<file path="config.mk">
export PLATFORM = sky130hd
export DESIGN_NAME = lars_top
export DESIGN_NICKNAME = d
export VERILOG_FILES = /design/src/hdl/lars_pkg.sv /design/src/hdl/lars_top.sv
export VERILOG_INCLUDE_DIRS = /design/src /design/src/hdl
export SDC_FILE = /design/constraint.sdc
export NUM_CORES = 2
export LEC_CHECK = 0
export BUFFER_PORTS_ARGS = -buffer_cell sky130_fd_sc_hd__buf_2
export CORE_AREA = 2 2 567 569
export DETAILED_ROUTE_END_ITERATION = 6
export DIE_AREA = 0 0 569 571
export PLACE_DENSITY_LB_ADDON = 0.2
export SLEW_MARGIN = 20
export SYNTH_ARGS = -nofsm -noshare
export SYNTH_HDL_FRONTEND = slang
export SYNTH_SLANG_ARGS = --single-unit
</file>
<file path="constraint.sdc">
create_clock -name sys_clk -period 3.8 [get_ports sys_clk]
set_clock_uncertainty 0.05 [all_clocks]
set_input_delay 0.38 -clock sys_clk [delete_from_list [all_inputs] [get_ports sys_clk]]
set_output_delay 0.38 -clock sys_clk [all_outputs]
set_load 0.05 [all_outputs]
</file>
<file path="src/hdl/lars_cfg.svh">
// Constants for the linear array readout sequencer.
// How it works
// - Five independent 128-pixel sections, 640 pixels, one shared clock.
// - Each section has own start input, end output and pixel output.
// - The one clock steps transfer, pixel output and integrator reset.
// - A start pulse marks the beginning of a section's readout.
// - Each section has a 128-bit shift register plus reset logic.
// - A read cycle starts when start is high at a rising edge.
// - The captured bit advances one stage per clock unless the output stalls, one pixel out each.
// - After a pixel is presented its integrator is reset.
// - End pulse appears on the 129th rising edge after capture unless the output stalls.
// - After its end pulse a section accepts a new start.
// - Parallel mode: each end pulse shows that section's data is done.
// - Last end pulse starts a cascaded device or marks end of array.
// - Pixel output is not driven outside the output phase.
`ifndef LARS_CFG_SVH
`define LARS_CFG_SVH
// ****************************************
// Array geometry
// ****************************************
`define LARS_NSEC     5
`define LARS_NPIX     128
`define LARS_IDX_W    7
`define LARS_LVL_W    10
// ****************************************
// Sequencing
// ****************************************
`define LARS_END_STEP 8'h80
`define LARS_STEP_CAP 8'h01
`define LARS_STEP_W   8
`endif

</file>
<file path="src/hdl/lars_pkg.sv">
// Types shared by the readout sequencer.
`include "lars_cfg.svh"
package lars_pkg;
    // One pixel sample: index within its section and its charge level
    typedef struct packed {
        logic [`LARS_IDX_W-1:0] idx;
        logic [`LARS_LVL_W-1:0] level;
    } lars_word_t;
endpackage

</file>
<file path="src/hdl/lars_top.sv">
// Readout sequencer: five sections, their two-entry buffers and the top.
`include "lars_cfg.svh"

// ****************************************
// Two-entry buffer
// ****************************************
module lars_buf2 (
    input  wire logic              sys_clk,   // Clock
    input  wire logic              rst_n,     // Sync reset
    input  wire logic              in_valid,  // Word offered
    input  wire lars_pkg::lars_word_t in_word, // Word in
    output logic                   in_ready,  // Room for a word
    output logic                   out_valid, // Word held
    output lars_pkg::lars_word_t   out_word,  // Oldest word
    input  wire logic              out_ready  // Receiver takes it
);
    import lars_pkg::*;
    logic       full_q;
    lars_word_t d1_q;
    logic       push;
    logic       pop;

    assign in_ready = !full_q;
    assign push     = in_valid && !full_q;
    assign pop      = out_valid && out_ready;

    // Occupancy: empty, one word, or full
    always_ff @(posedge sys_clk) begin
        if (!rst_n) begin
            out_valid <= 1'b0;
            full_q    <= 1'b0;
        end else begin
            unique case ({push, pop})
                2'b10: begin
                    full_q    <= out_valid;
                    out_valid <= 1'b1;
                end
                2'b01: begin
                    out_valid <= full_q;
                    full_q    <= 1'b0;
                end
                default: ;
            endcase
        end
    end

    // Data: head word, and second slot filled only behind a head
    always_ff @(posedge sys_clk) begin
        if (!rst_n) begin
            out_word <= '0;
            d1_q     <= '0;
        end else begin
            if (pop) begin
                out_word <= full_q ? d1_q : in_word;
            end else if (push && !out_valid) begin
                out_word <= in_word;
            end
            if (push && out_valid && !pop) begin
                d1_q <= in_word;
            end
        end
    end

    // ****************************************
    // Checks
    // ****************************************
    buf_no_loss_a: assert property (
        @(posedge sys_clk) disable iff (!rst_n)
        full_q && !out_ready |=> full_q && out_valid)
        else $error("buffer dropped a word while stalled");
    buf_order_a: assert property (
        @(posedge sys_clk) disable iff (!rst_n)
        full_q && pop |=> out_word == $past(d1_q))
        else $error("buffer word order broken");
endmodule

// ****************************************
// One 128-pixel section
// ****************************************
module lars_sect #(
    parameter int NPIX = `LARS_NPIX
) (
    input  wire logic                   sys_clk,   // Shared clock
    input  wire logic                   rst_n,     // Sync reset
    input  wire logic                   start_in,  // Start pulse
    input  wire logic [`LARS_LVL_W-1:0] level_in,  // Selected pixel charge
    input  wire logic                   out_ready, // Receiver ready
    output logic                        out_valid, // Output phase
    output lars_pkg::lars_word_t        out_word,  // Pixel sample
    output logic                        end_out,   // End pulse
    output logic [NPIX-1:0]             select_q,  // Pixel select
    output logic [NPIX-1:0]             integ_rst  // Integrator reset
);
    import lars_pkg::*;
    logic                    busy;
    logic                    adv;
    logic                    cap;
    logic                    in_ready;
    logic [`LARS_IDX_W-1:0]  idx_q;
    logic [`LARS_STEP_W-1:0] step_q;
    lars_word_t              px_word;

    assign busy    = |select_q;
    // A stalled receiver holds the shift so no pixel is lost
    assign adv     = busy && in_ready;
    // Start is only looked at while idle; a start while busy is ignored
    assign cap     = start_in && !busy;
    assign px_word = '{idx: idx_q, level: level_in};

    // Shift register walks the start bit over the pixels
    always_ff @(posedge sys_clk) begin
        if (!rst_n) begin
            select_q <= '0;
        end else if (cap) begin
            select_q <= {{(NPIX-1){1'b0}}, 1'b1};
        end else if (adv) begin
            select_q <= select_q << 1;
        end
    end

    // Pixel index rides alongside the select bit
    always_ff @(posedge sys_clk) begin
        if (!rst_n) begin
            idx_q <= '0;
        end else if (cap) begin
            idx_q <= '0;
        end else if (adv) begin
            idx_q <= idx_q + 1'b1;
        end
    end

    // Reset the integrator of the pixel just read out
    always_ff @(posedge sys_clk) begin
        if (!rst_n) begin
            integ_rst <= '0;
        end else begin
            integ_rst <= adv ? select_q : '0;
        end
    end

    // End pulse as the bit leaves the last stage
    always_ff @(posedge sys_clk) begin
        if (!rst_n) begin
            end_out <= 1'b0;
        end else begin
            end_out <= adv && select_q[NPIX-1];
        end
    end

    // Output is only driven while a sample is held
    lars_buf2 u_buf (
        .sys_clk   (sys_clk),
        .rst_n     (rst_n),
        .in_valid  (busy),
        .in_word   (px_word),
        .in_ready  (in_ready),
        .out_valid (out_valid),
        .out_word  (out_word),
        .out_ready (out_ready)
    );

    // Helper: 1 at capture, then one more per advance
    always_ff @(posedge sys_clk) begin
        if (!rst_n) begin
            step_q <= '0;
        end else if (cap) begin
            step_q <= `LARS_STEP_CAP;
        end else if (adv) begin
            step_q <= step_q + 1'b1;
        end
    end

    // ****************************************
    // Checks
    // ****************************************
    cap_first_a: assert property (
        @(posedge sys_clk) disable iff (!rst_n)
        cap |=> select_q[0] && idx_q == '0)
        else $error("start not captured into first stage");
    sel_onehot_a: assert property (
        @(posedge sys_clk) disable iff (!rst_n)
        $onehot0(select_q))
        else $error("more than one pixel selected");
    step_shift_a: assert property (
        @(posedge sys_clk) disable iff (!rst_n)
        adv && !select_q[NPIX-1] |=> select_q == $past(select_q) << 1)
        else $error("select did not advance one stage");
    stall_hold_a: assert property (
        @(posedge sys_clk) disable iff (!rst_n)
        busy && !in_ready |=> select_q == $past(select_q))
        else $error("select moved during stall");
    end_count_a: assert property (
        @(posedge sys_clk) disable iff (!rst_n)
        end_out |-> $past(step_q) == `LARS_END_STEP)
        else $error("end pulse not on 129th edge");
    end_single_a: assert property (
        @(posedge sys_clk) disable iff (!rst_n)
        end_out |=> !end_out)
        else $error("end pulse longer than one cycle");
    rearm_a: assert property (
        @(posedge sys_clk) disable iff (!rst_n)
        end_out && start_in |=> select_q[0])
        else $error("start after end pulse not accepted");
    integ_after_a: assert property (
        @(posedge sys_clk) disable iff (!rst_n)
        adv |=> integ_rst == $past(select_q)
            ##1 !(|(integ_rst & $past(integ_rst))))
        else $error("integrator reset not after read");
    // Idle with a ready receiver: the two slots drain within two cycles
    idle_quiet_a: assert property (
        @(posedge sys_clk) disable iff (!rst_n)
        !busy && out_ready && !start_in ##1 out_ready && !start_in
        |=> !out_valid)
        else $error("output driven outside output phase");

    cov_full_read_c: cover property (@(posedge sys_clk) disable iff (!rst_n)
        cap ##[128:400] end_out);
    cov_stall_c: cover property (@(posedge sys_clk) disable iff (!rst_n)
        busy && !in_ready);
    cov_back_c: cover property (@(posedge sys_clk) disable iff (!rst_n)
        end_out && start_in);
endmodule

// ****************************************
// Top: five sections on one clock
// ****************************************
module lars_top #(
    parameter int NSEC = `LARS_NSEC,
    parameter int NPIX = `LARS_NPIX
) (
    input  wire logic                   sys_clk,   // Shared clock
    input  wire logic                   rst_n,     // Sync reset
    input  wire logic [NSEC-1:0]        start_in,  // Start per section
    input  wire logic [NSEC-1:0][`LARS_LVL_W-1:0] level_in, // Charge
    input  wire logic [NSEC-1:0]        out_ready, // Receiver ready
    output logic [NSEC-1:0]             pixel_analog_out_en, // Drive en
    output lars_pkg::lars_word_t [NSEC-1:0] pixel_analog_out, // Sample
    output logic [NSEC-1:0]             end_out,   // End pulses
    output logic [NSEC-1:0][NPIX-1:0]   select_q,  // Pixel selects
    output logic [NSEC-1:0][NPIX-1:0]   integ_rst  // Integrator resets
);
    import lars_pkg::*;

    // Sections share only the clock and reset
    for (genvar s = 0; s < NSEC; s++) begin : g_sect
        lars_sect #(.NPIX(NPIX)) u_sect (
            .sys_clk   (sys_clk),
            .rst_n     (rst_n),
            .start_in  (start_in[s]),
            .level_in  (level_in[s]),
            .out_ready (out_ready[s]),
            .out_valid (pixel_analog_out_en[s]),
            .out_word  (pixel_analog_out[s]),
            .end_out   (end_out[s]),
            .select_q  (select_q[s]),
            .integ_rst (integ_rst[s])
        );
    end
endmodule

</file>
# Word-level counts from Yosys, hierarchy flattened
# Index checks and enable logic that the tools add are counted.
[totals]
ff_bits = 1500
input_bits = 62
output_inout_bits = 1375
word_cells = 191
[op_classes]
reduce_logical = 85
eq_ne = 10
bitwise_logic = 1
add_sub_neg = 5
mux = 35
[op_table]
columns = ["cell", "n"]
rows = [
  ["$reduce_or 128->1", 5],
  ["$mux 17", 15],
  ["$add 7x1->7 const B", 5],
  ["$logic_and 1x1->1", 35],
  ["$reduce_bool 2->1", 15],
  ["$logic_not 1->1", 20],
  ["$pmux 1 s2", 10],
  ["$eq 2x1->1 const B", 5],
  ["$eq 2x2->1 const B", 5],
  ["$mux 1", 10],
  ["$reduce_and 2->1", 5],
  ["$reduce_or 2->1", 5],
  ["$not 1->1", 1],
]

# Logic depth before layout (Yosys ltp)
[depth]
depth_word = 5
ltp_mapped = 10

# By module
# A second synthesis with hierarchy kept.
[unflattened]
hier_cells = 4830
hier_area_um2 = 51793.4
[modules_own_cells]
columns = ["module", "seq_area_each_um2", "area_per_inst_um2", "instances", "cells_per_inst"]
rows = [
  ["lars_sect", 5285.1, 8615.8, 5, 781],
  ["lars_buf2", 720.7, 1742.9, 5, 185],
]

# Worst setup path before layout
# Ideal clock, no wire load.
[synth_timing]
kind = "reg2reg"
from = "reg g_sect[0].u_sect.select_q[27]"
to = "reg g_sect[0].u_sect.u_buf.d1_q[10] in the netlist's numbering"
stages_incl_launch_ff = 8
period_less_slack_ns = 2.637
setup_slack_ns = 1.163
t_arrival_ns = 2.471
n_path_buf = 1
cell_sequence = "dfxtp_1 > nor4_1 > nand4_1 > nor4_2 > a2111oi_2 > buf_4 > mux2i_1 > nor2b_1"
[synth_between]
elab_chain_len = 4
[synth_lines]
columns = ["element", "line", "text"]
rows = [
  ["start: declaration", "lars_top.sv:91", "output logic [NPIX-1:0] select_q,"],
  ["start signal: assignment", "lars_top.sv:115", "select_q <= {{(NPIX-1){1'b0}}, 1'b1};"],
  ["start signal: assignment", "lars_top.sv:117", "select_q <= select_q << 1;"],
  ["$reduce_or 128->1", "lars_top.sv:103", "assign busy = |select_q;"],
  ["$logic_and 1x1->1", "lars_top.sv:24", "assign push = in_valid && !full_q;"],
  ["$logic_and 1x1->1 (2 in series)", "lars_top.sv:58", "if (push && out_valid && !pop) begin"],
  ["end signal: assignment", "lars_top.sv:59", "d1_q <= in_word;"],
  ["end: declaration", "lars_top.sv:19", "lars_word_t d1_q;"],
]
# Every way passes these cells.
# A chain may end at the register's enable or synchronous reset.

# Final worst setup path
[layout_timing]
from = "reg g_sect[1].u_sect.select_q[86]"
to = "reg g_sect[1].u_sect.u_buf.d1_q[9] in the netlist's numbering"
[layout_between]
elab_chain_len = 4
[layout_lines]
columns = ["element", "line"]
rows = [
  ["start: declaration", "lars_top.sv:91"],
  ["start signal: assignment", "lars_top.sv:115"],
  ["start signal: assignment", "lars_top.sv:117"],
  ["$reduce_or 128->1", "lars_top.sv:103"],
  ["$logic_and 1x1->1", "lars_top.sv:24"],
  ["$logic_and 1x1->1 (2 in series)", "lars_top.sv:58"],
  ["end signal: assignment", "lars_top.sv:59"],
  ["end: declaration", "lars_top.sv:19"],
]
# Every way passes these cells.

==> impl_metrics.yaml <==
setup_path:
  r2r_cells: 8
  worstPathArrival_ns: 3.85
  critPathLaunchType: "register"
  cp_max_fo: 6
  endpoint_kind: "register"
  regToRegEndpoint: "g_sect[1].u_sect.u_buf.d1_q[9]$_SDFFE_PN0P_"
  r2r_start: "g_sect[1].u_sect.select_q[86]$_SDFFE_PP0P_"
  max_stage_delay_ns: 0.68
  rrSetupSlack_ns: 0.65
  path_class: "reg -> reg"
  cp_slowest_cell: "nor4_1"
  critPathRequiredTime_ns: 4.50
  crit_chain: "nor4_1, nand4_1, nor4_2, buf_4, a2111oi_4, mux2i_1, dlygate4sd3_1, nor2b_1"
place:
  dpl.hpwl_mm: 170
  gp_congestion: 0.823
  port_buffers: 1436
power_and_ir_drop:
  combPwrFrac_pct: 8.9
  p_sw_mw: 9.82
  switching_share_pct: 26.4
  ir_worst_vdd_mv: 0.362
  p_seq_share_pct: 43.1
  power.leakage_nw: 33.1
  p_per_area_nw_per_um2: 525
  p_int_mw: 27.4
  power_frac_clock_pct: 48.0
sta:
  setup-violations-final: 0
  rsz0062_at_grt: "false"
  period_share_pct: 83.0
  final.setup.tns_ns: 0
  slew_viol_final: 0
  hold_violations: 0
  worst_pin_slew_ns: 1.07
  relSlewSlack_pct: 28.3
  fin_crit_ns: 3.15
  fmax_mhz: 317
clocking:
  clk_pin_slew_ns: 0.06
  ctsLongestPathBuffers: 4
  root_buffer: "clkbuf_16"
  cts_resized: 0
  h-tree-depth: 4
  cts_hold_buffers: 65
  cts_setup_buffers: 0
  cts_tree: "yes"
  clock_latency_ns: 0.84
  cts_made_buffers: 185
  cts.sinks: 1500
run:
  maxCapViolCount: 0
global_routing:
  grt_pass1_wl_mm: 320
  grt-busiest-layer: "met2"
  grt_max_degree: 215
  antenna_found_initial: 23
  use_met3_pct: 4.67
  grt_use_met1_pct: 16.5
  grt_util_all_layers_pct: 13.4
  grt.overflow.total: 0
  grt_pass1_vias: 41200
  use_met2_pct: 21.6
floorplanning:
  fp-row-count: 208
  dieArea_um2: 325000
  io-pin-count: 1437
  die_width_um: 569
  die_h_um: 571
  core_area_um2: 319000
  initial_utilization_pct: 16.1
drt:
  drt-initial-drc-count: 2419
  viasPerCell: 3.95
  drt_pass1_iterations: 5
  drc: 0
  final_antenna_net_count: 0
  wire_per_inst_um: 21.7
  drt-total-wl_mm: 230
  route.vias.total: 41900
layout:
  final_common_cell: "dfxtp_1"
  final_util_pct: 22.2
  syn_to_final_growth_pct: 38.5
  drive_gt1_share_pct: 31.8
  fin_nets: 6343
  layout_common_cells: "dfxtp_1, buf_2, mux2i_1"
logic_synthesis:
  seq_area_frac_synth_pct: 58.5
  syn_avg_cell_area_um2: 10.8
  synth-edff-count: 0
  synthArstFlopShare_pct: 0
  ys.flop_type: "dfxtp_1"
  synth_area_um2: 51300
  yosysWarningCount: 0
  synth_cell_type_count: 41
  ys_ff_latch: 1500
  synth_cells: 4737
  syn-num-nets: 4804
min_path:
  hp-class: "in -> reg"
  holdCritStartpoint: "level_in[30]"
  whs_endpoint: "g_sect[3].u_sect.u_buf.d1_q[0]$_SDFFE_PN0P_"
  hold_depth: 4
run_status:
  run_status: "completed"
## metrics by stage
stage          total power, mW  hold slack (ns)  area, um^2  instances  setup WS, ns
6_report                  37.3            0.345       71000      10600         0.645
5_1_grt                   38.7            0.265       71000      10600         0.507
4_1_cts                   37.9            0.224       71000      10600         0.558
3_5_place_dp              19.7            0.402       64200      10200         0.655
3_3_place_gp              19.7            0.399       64200      10200         0.674
2_1_floorplan             18.7            0.424       51300       4737          1.16
## how the worst max path moves through the flow
stage / from / to / slack [ns] / cells after the start
after global routing: g_sect[4].u_sect.select_q[63]$_SDFFE_PP0P_ / g_sect[4].u_sect.u_buf.d1_q[7]$_SDFFE_PN0P_ / 0.51 / 8
after CTS: g_sect[1].u_sect.select_q[87]$_SDFFE_PP0P_ / g_sect[1].u_sect.u_buf.d1_q[9]$_SDFFE_PN0P_ / 0.56 / 8
final: g_sect[1].u_sect.select_q[86]$_SDFFE_PP0P_ / g_sect[1].u_sect.u_buf.d1_q[9]$_SDFFE_PN0P_ / 0.65 / 8
after floorplan: g_sect[0].u_sect.select_q[27]$_SDFFE_PP0P_ / g_sect[0].u_sect.u_buf.d1_q[10]$_SDFFE_PN0P_ / 1.16 / 7
after detailed placement: g_sect[1].u_sect.select_q[87]$_SDFFE_PP0P_ / g_sect[1].u_sect.u_buf.out_word[2]$_SDFFE_PN0P_ / 0.65 / 7
after global placement: g_sect[1].u_sect.select_q[87]$_SDFFE_PP0P_ / g_sect[1].u_sect.integ_rst[94]$_SDFF_PN0_ / 0.67 / 7
## layer usage
layer / share of wire (%) / vias to the layer above
met5: 0.060 / -
met4: 3.3 / 8
met3: 8.5 / 308
met2: 46 / 1412
met1: 42 / 20600
li1: - / 19600
## cells in the mapped netlist (14+ instances only)
cell,count,share of area [%]
a211oi_1,14,0.20
a21boi_0,48,0.70
a21oi_1,53,0.52
a221oi_1,30,0.51
and3_1,646,7.9
buf_2,105,1.0
buf_4,44,0.64
clkbuf_1,209,1.5
dfxtp_1,1500,59
inv_1,44,0.32
mux2_2,28,0.61
mux2i_1,779,15
nand2_1,28,0.20
nand3_1,17,0.17
nand4_1,40,0.49
nor2_1,707,5.2
nor2b_1,90,1.1
nor4_1,160,2.0
o21ai_0,51,0.50
o221a_2,43,0.94
xnor2_1,22,0.38
## power by group through the flow
stage | Clock [mW] | Combinational (mW) | Sequential, mW
floorplan | 0 | 1.81 | 16.9
CTS | 18.5 | 3.36 | 16.0
global route | 19.1 | 3.53 | 16.1
global placement | 0 | 3.27 | 16.4
finish | 17.9 | 3.32 | 16.0
detailed placement | 0 | 3.29 | 16.4
## flip-flops by register name, summed over array words and instances (netlist names)
signal / count
g_sect.u_sect.end_out: 5
g_sect.u_sect.u_buf.d1_q: 85
g_sect.u_sect.u_buf.out_word: 85
g_sect.u_sect.u_buf.out_valid: 5
g_sect.u_sect.idx_q: 35
g_sect.u_sect.select_q: 640
g_sect.u_sect.integ_rst: 640
g_sect.u_sect.u_buf.full_q: 5
## area by class of cell
| class | count | area [um^2] |
|---|---|---|
| sequential | 1500 | 30000 |
| antenna | 5 | 12.5 |
| tap | 4200 | 5260 |
| inverter | 45 | 169 |
| clock inverter | 63 | 708 |
| fill | 34700 | 248000 |
| multi-input combinational | 2823 | 19500 |
| clock buffer | 274 | 5440 |
| timing repair buffer | 1721 | 9870 |
## cell families after synthesis
| logic type | Yosys count | synth area share (%) |
|---|---|---|
| compound gates | 272 | 3.99 |
| xor+xnor | 22 | 0.376 |
| fa+ha+maj | 5 | 0.122 |
| buf+inv | 414 | 3.67 |
| flops | 1500 | 58.5 |
| mux | 807 | 15.8 |
| simple gates | 1717 | 17.5 |
## worst max-delay path: cells and delay by family (launching register included)
kind	cells	cell delay [ns]
AO/OA/AOI/OAI	1	0.14
multiplexers	1	0.14
flip-flops	1	0.41
AND/OR/NAND/NOR	4	1.46
buffers and inverters	2	0.86
Power figures use the tool's default switching activity.
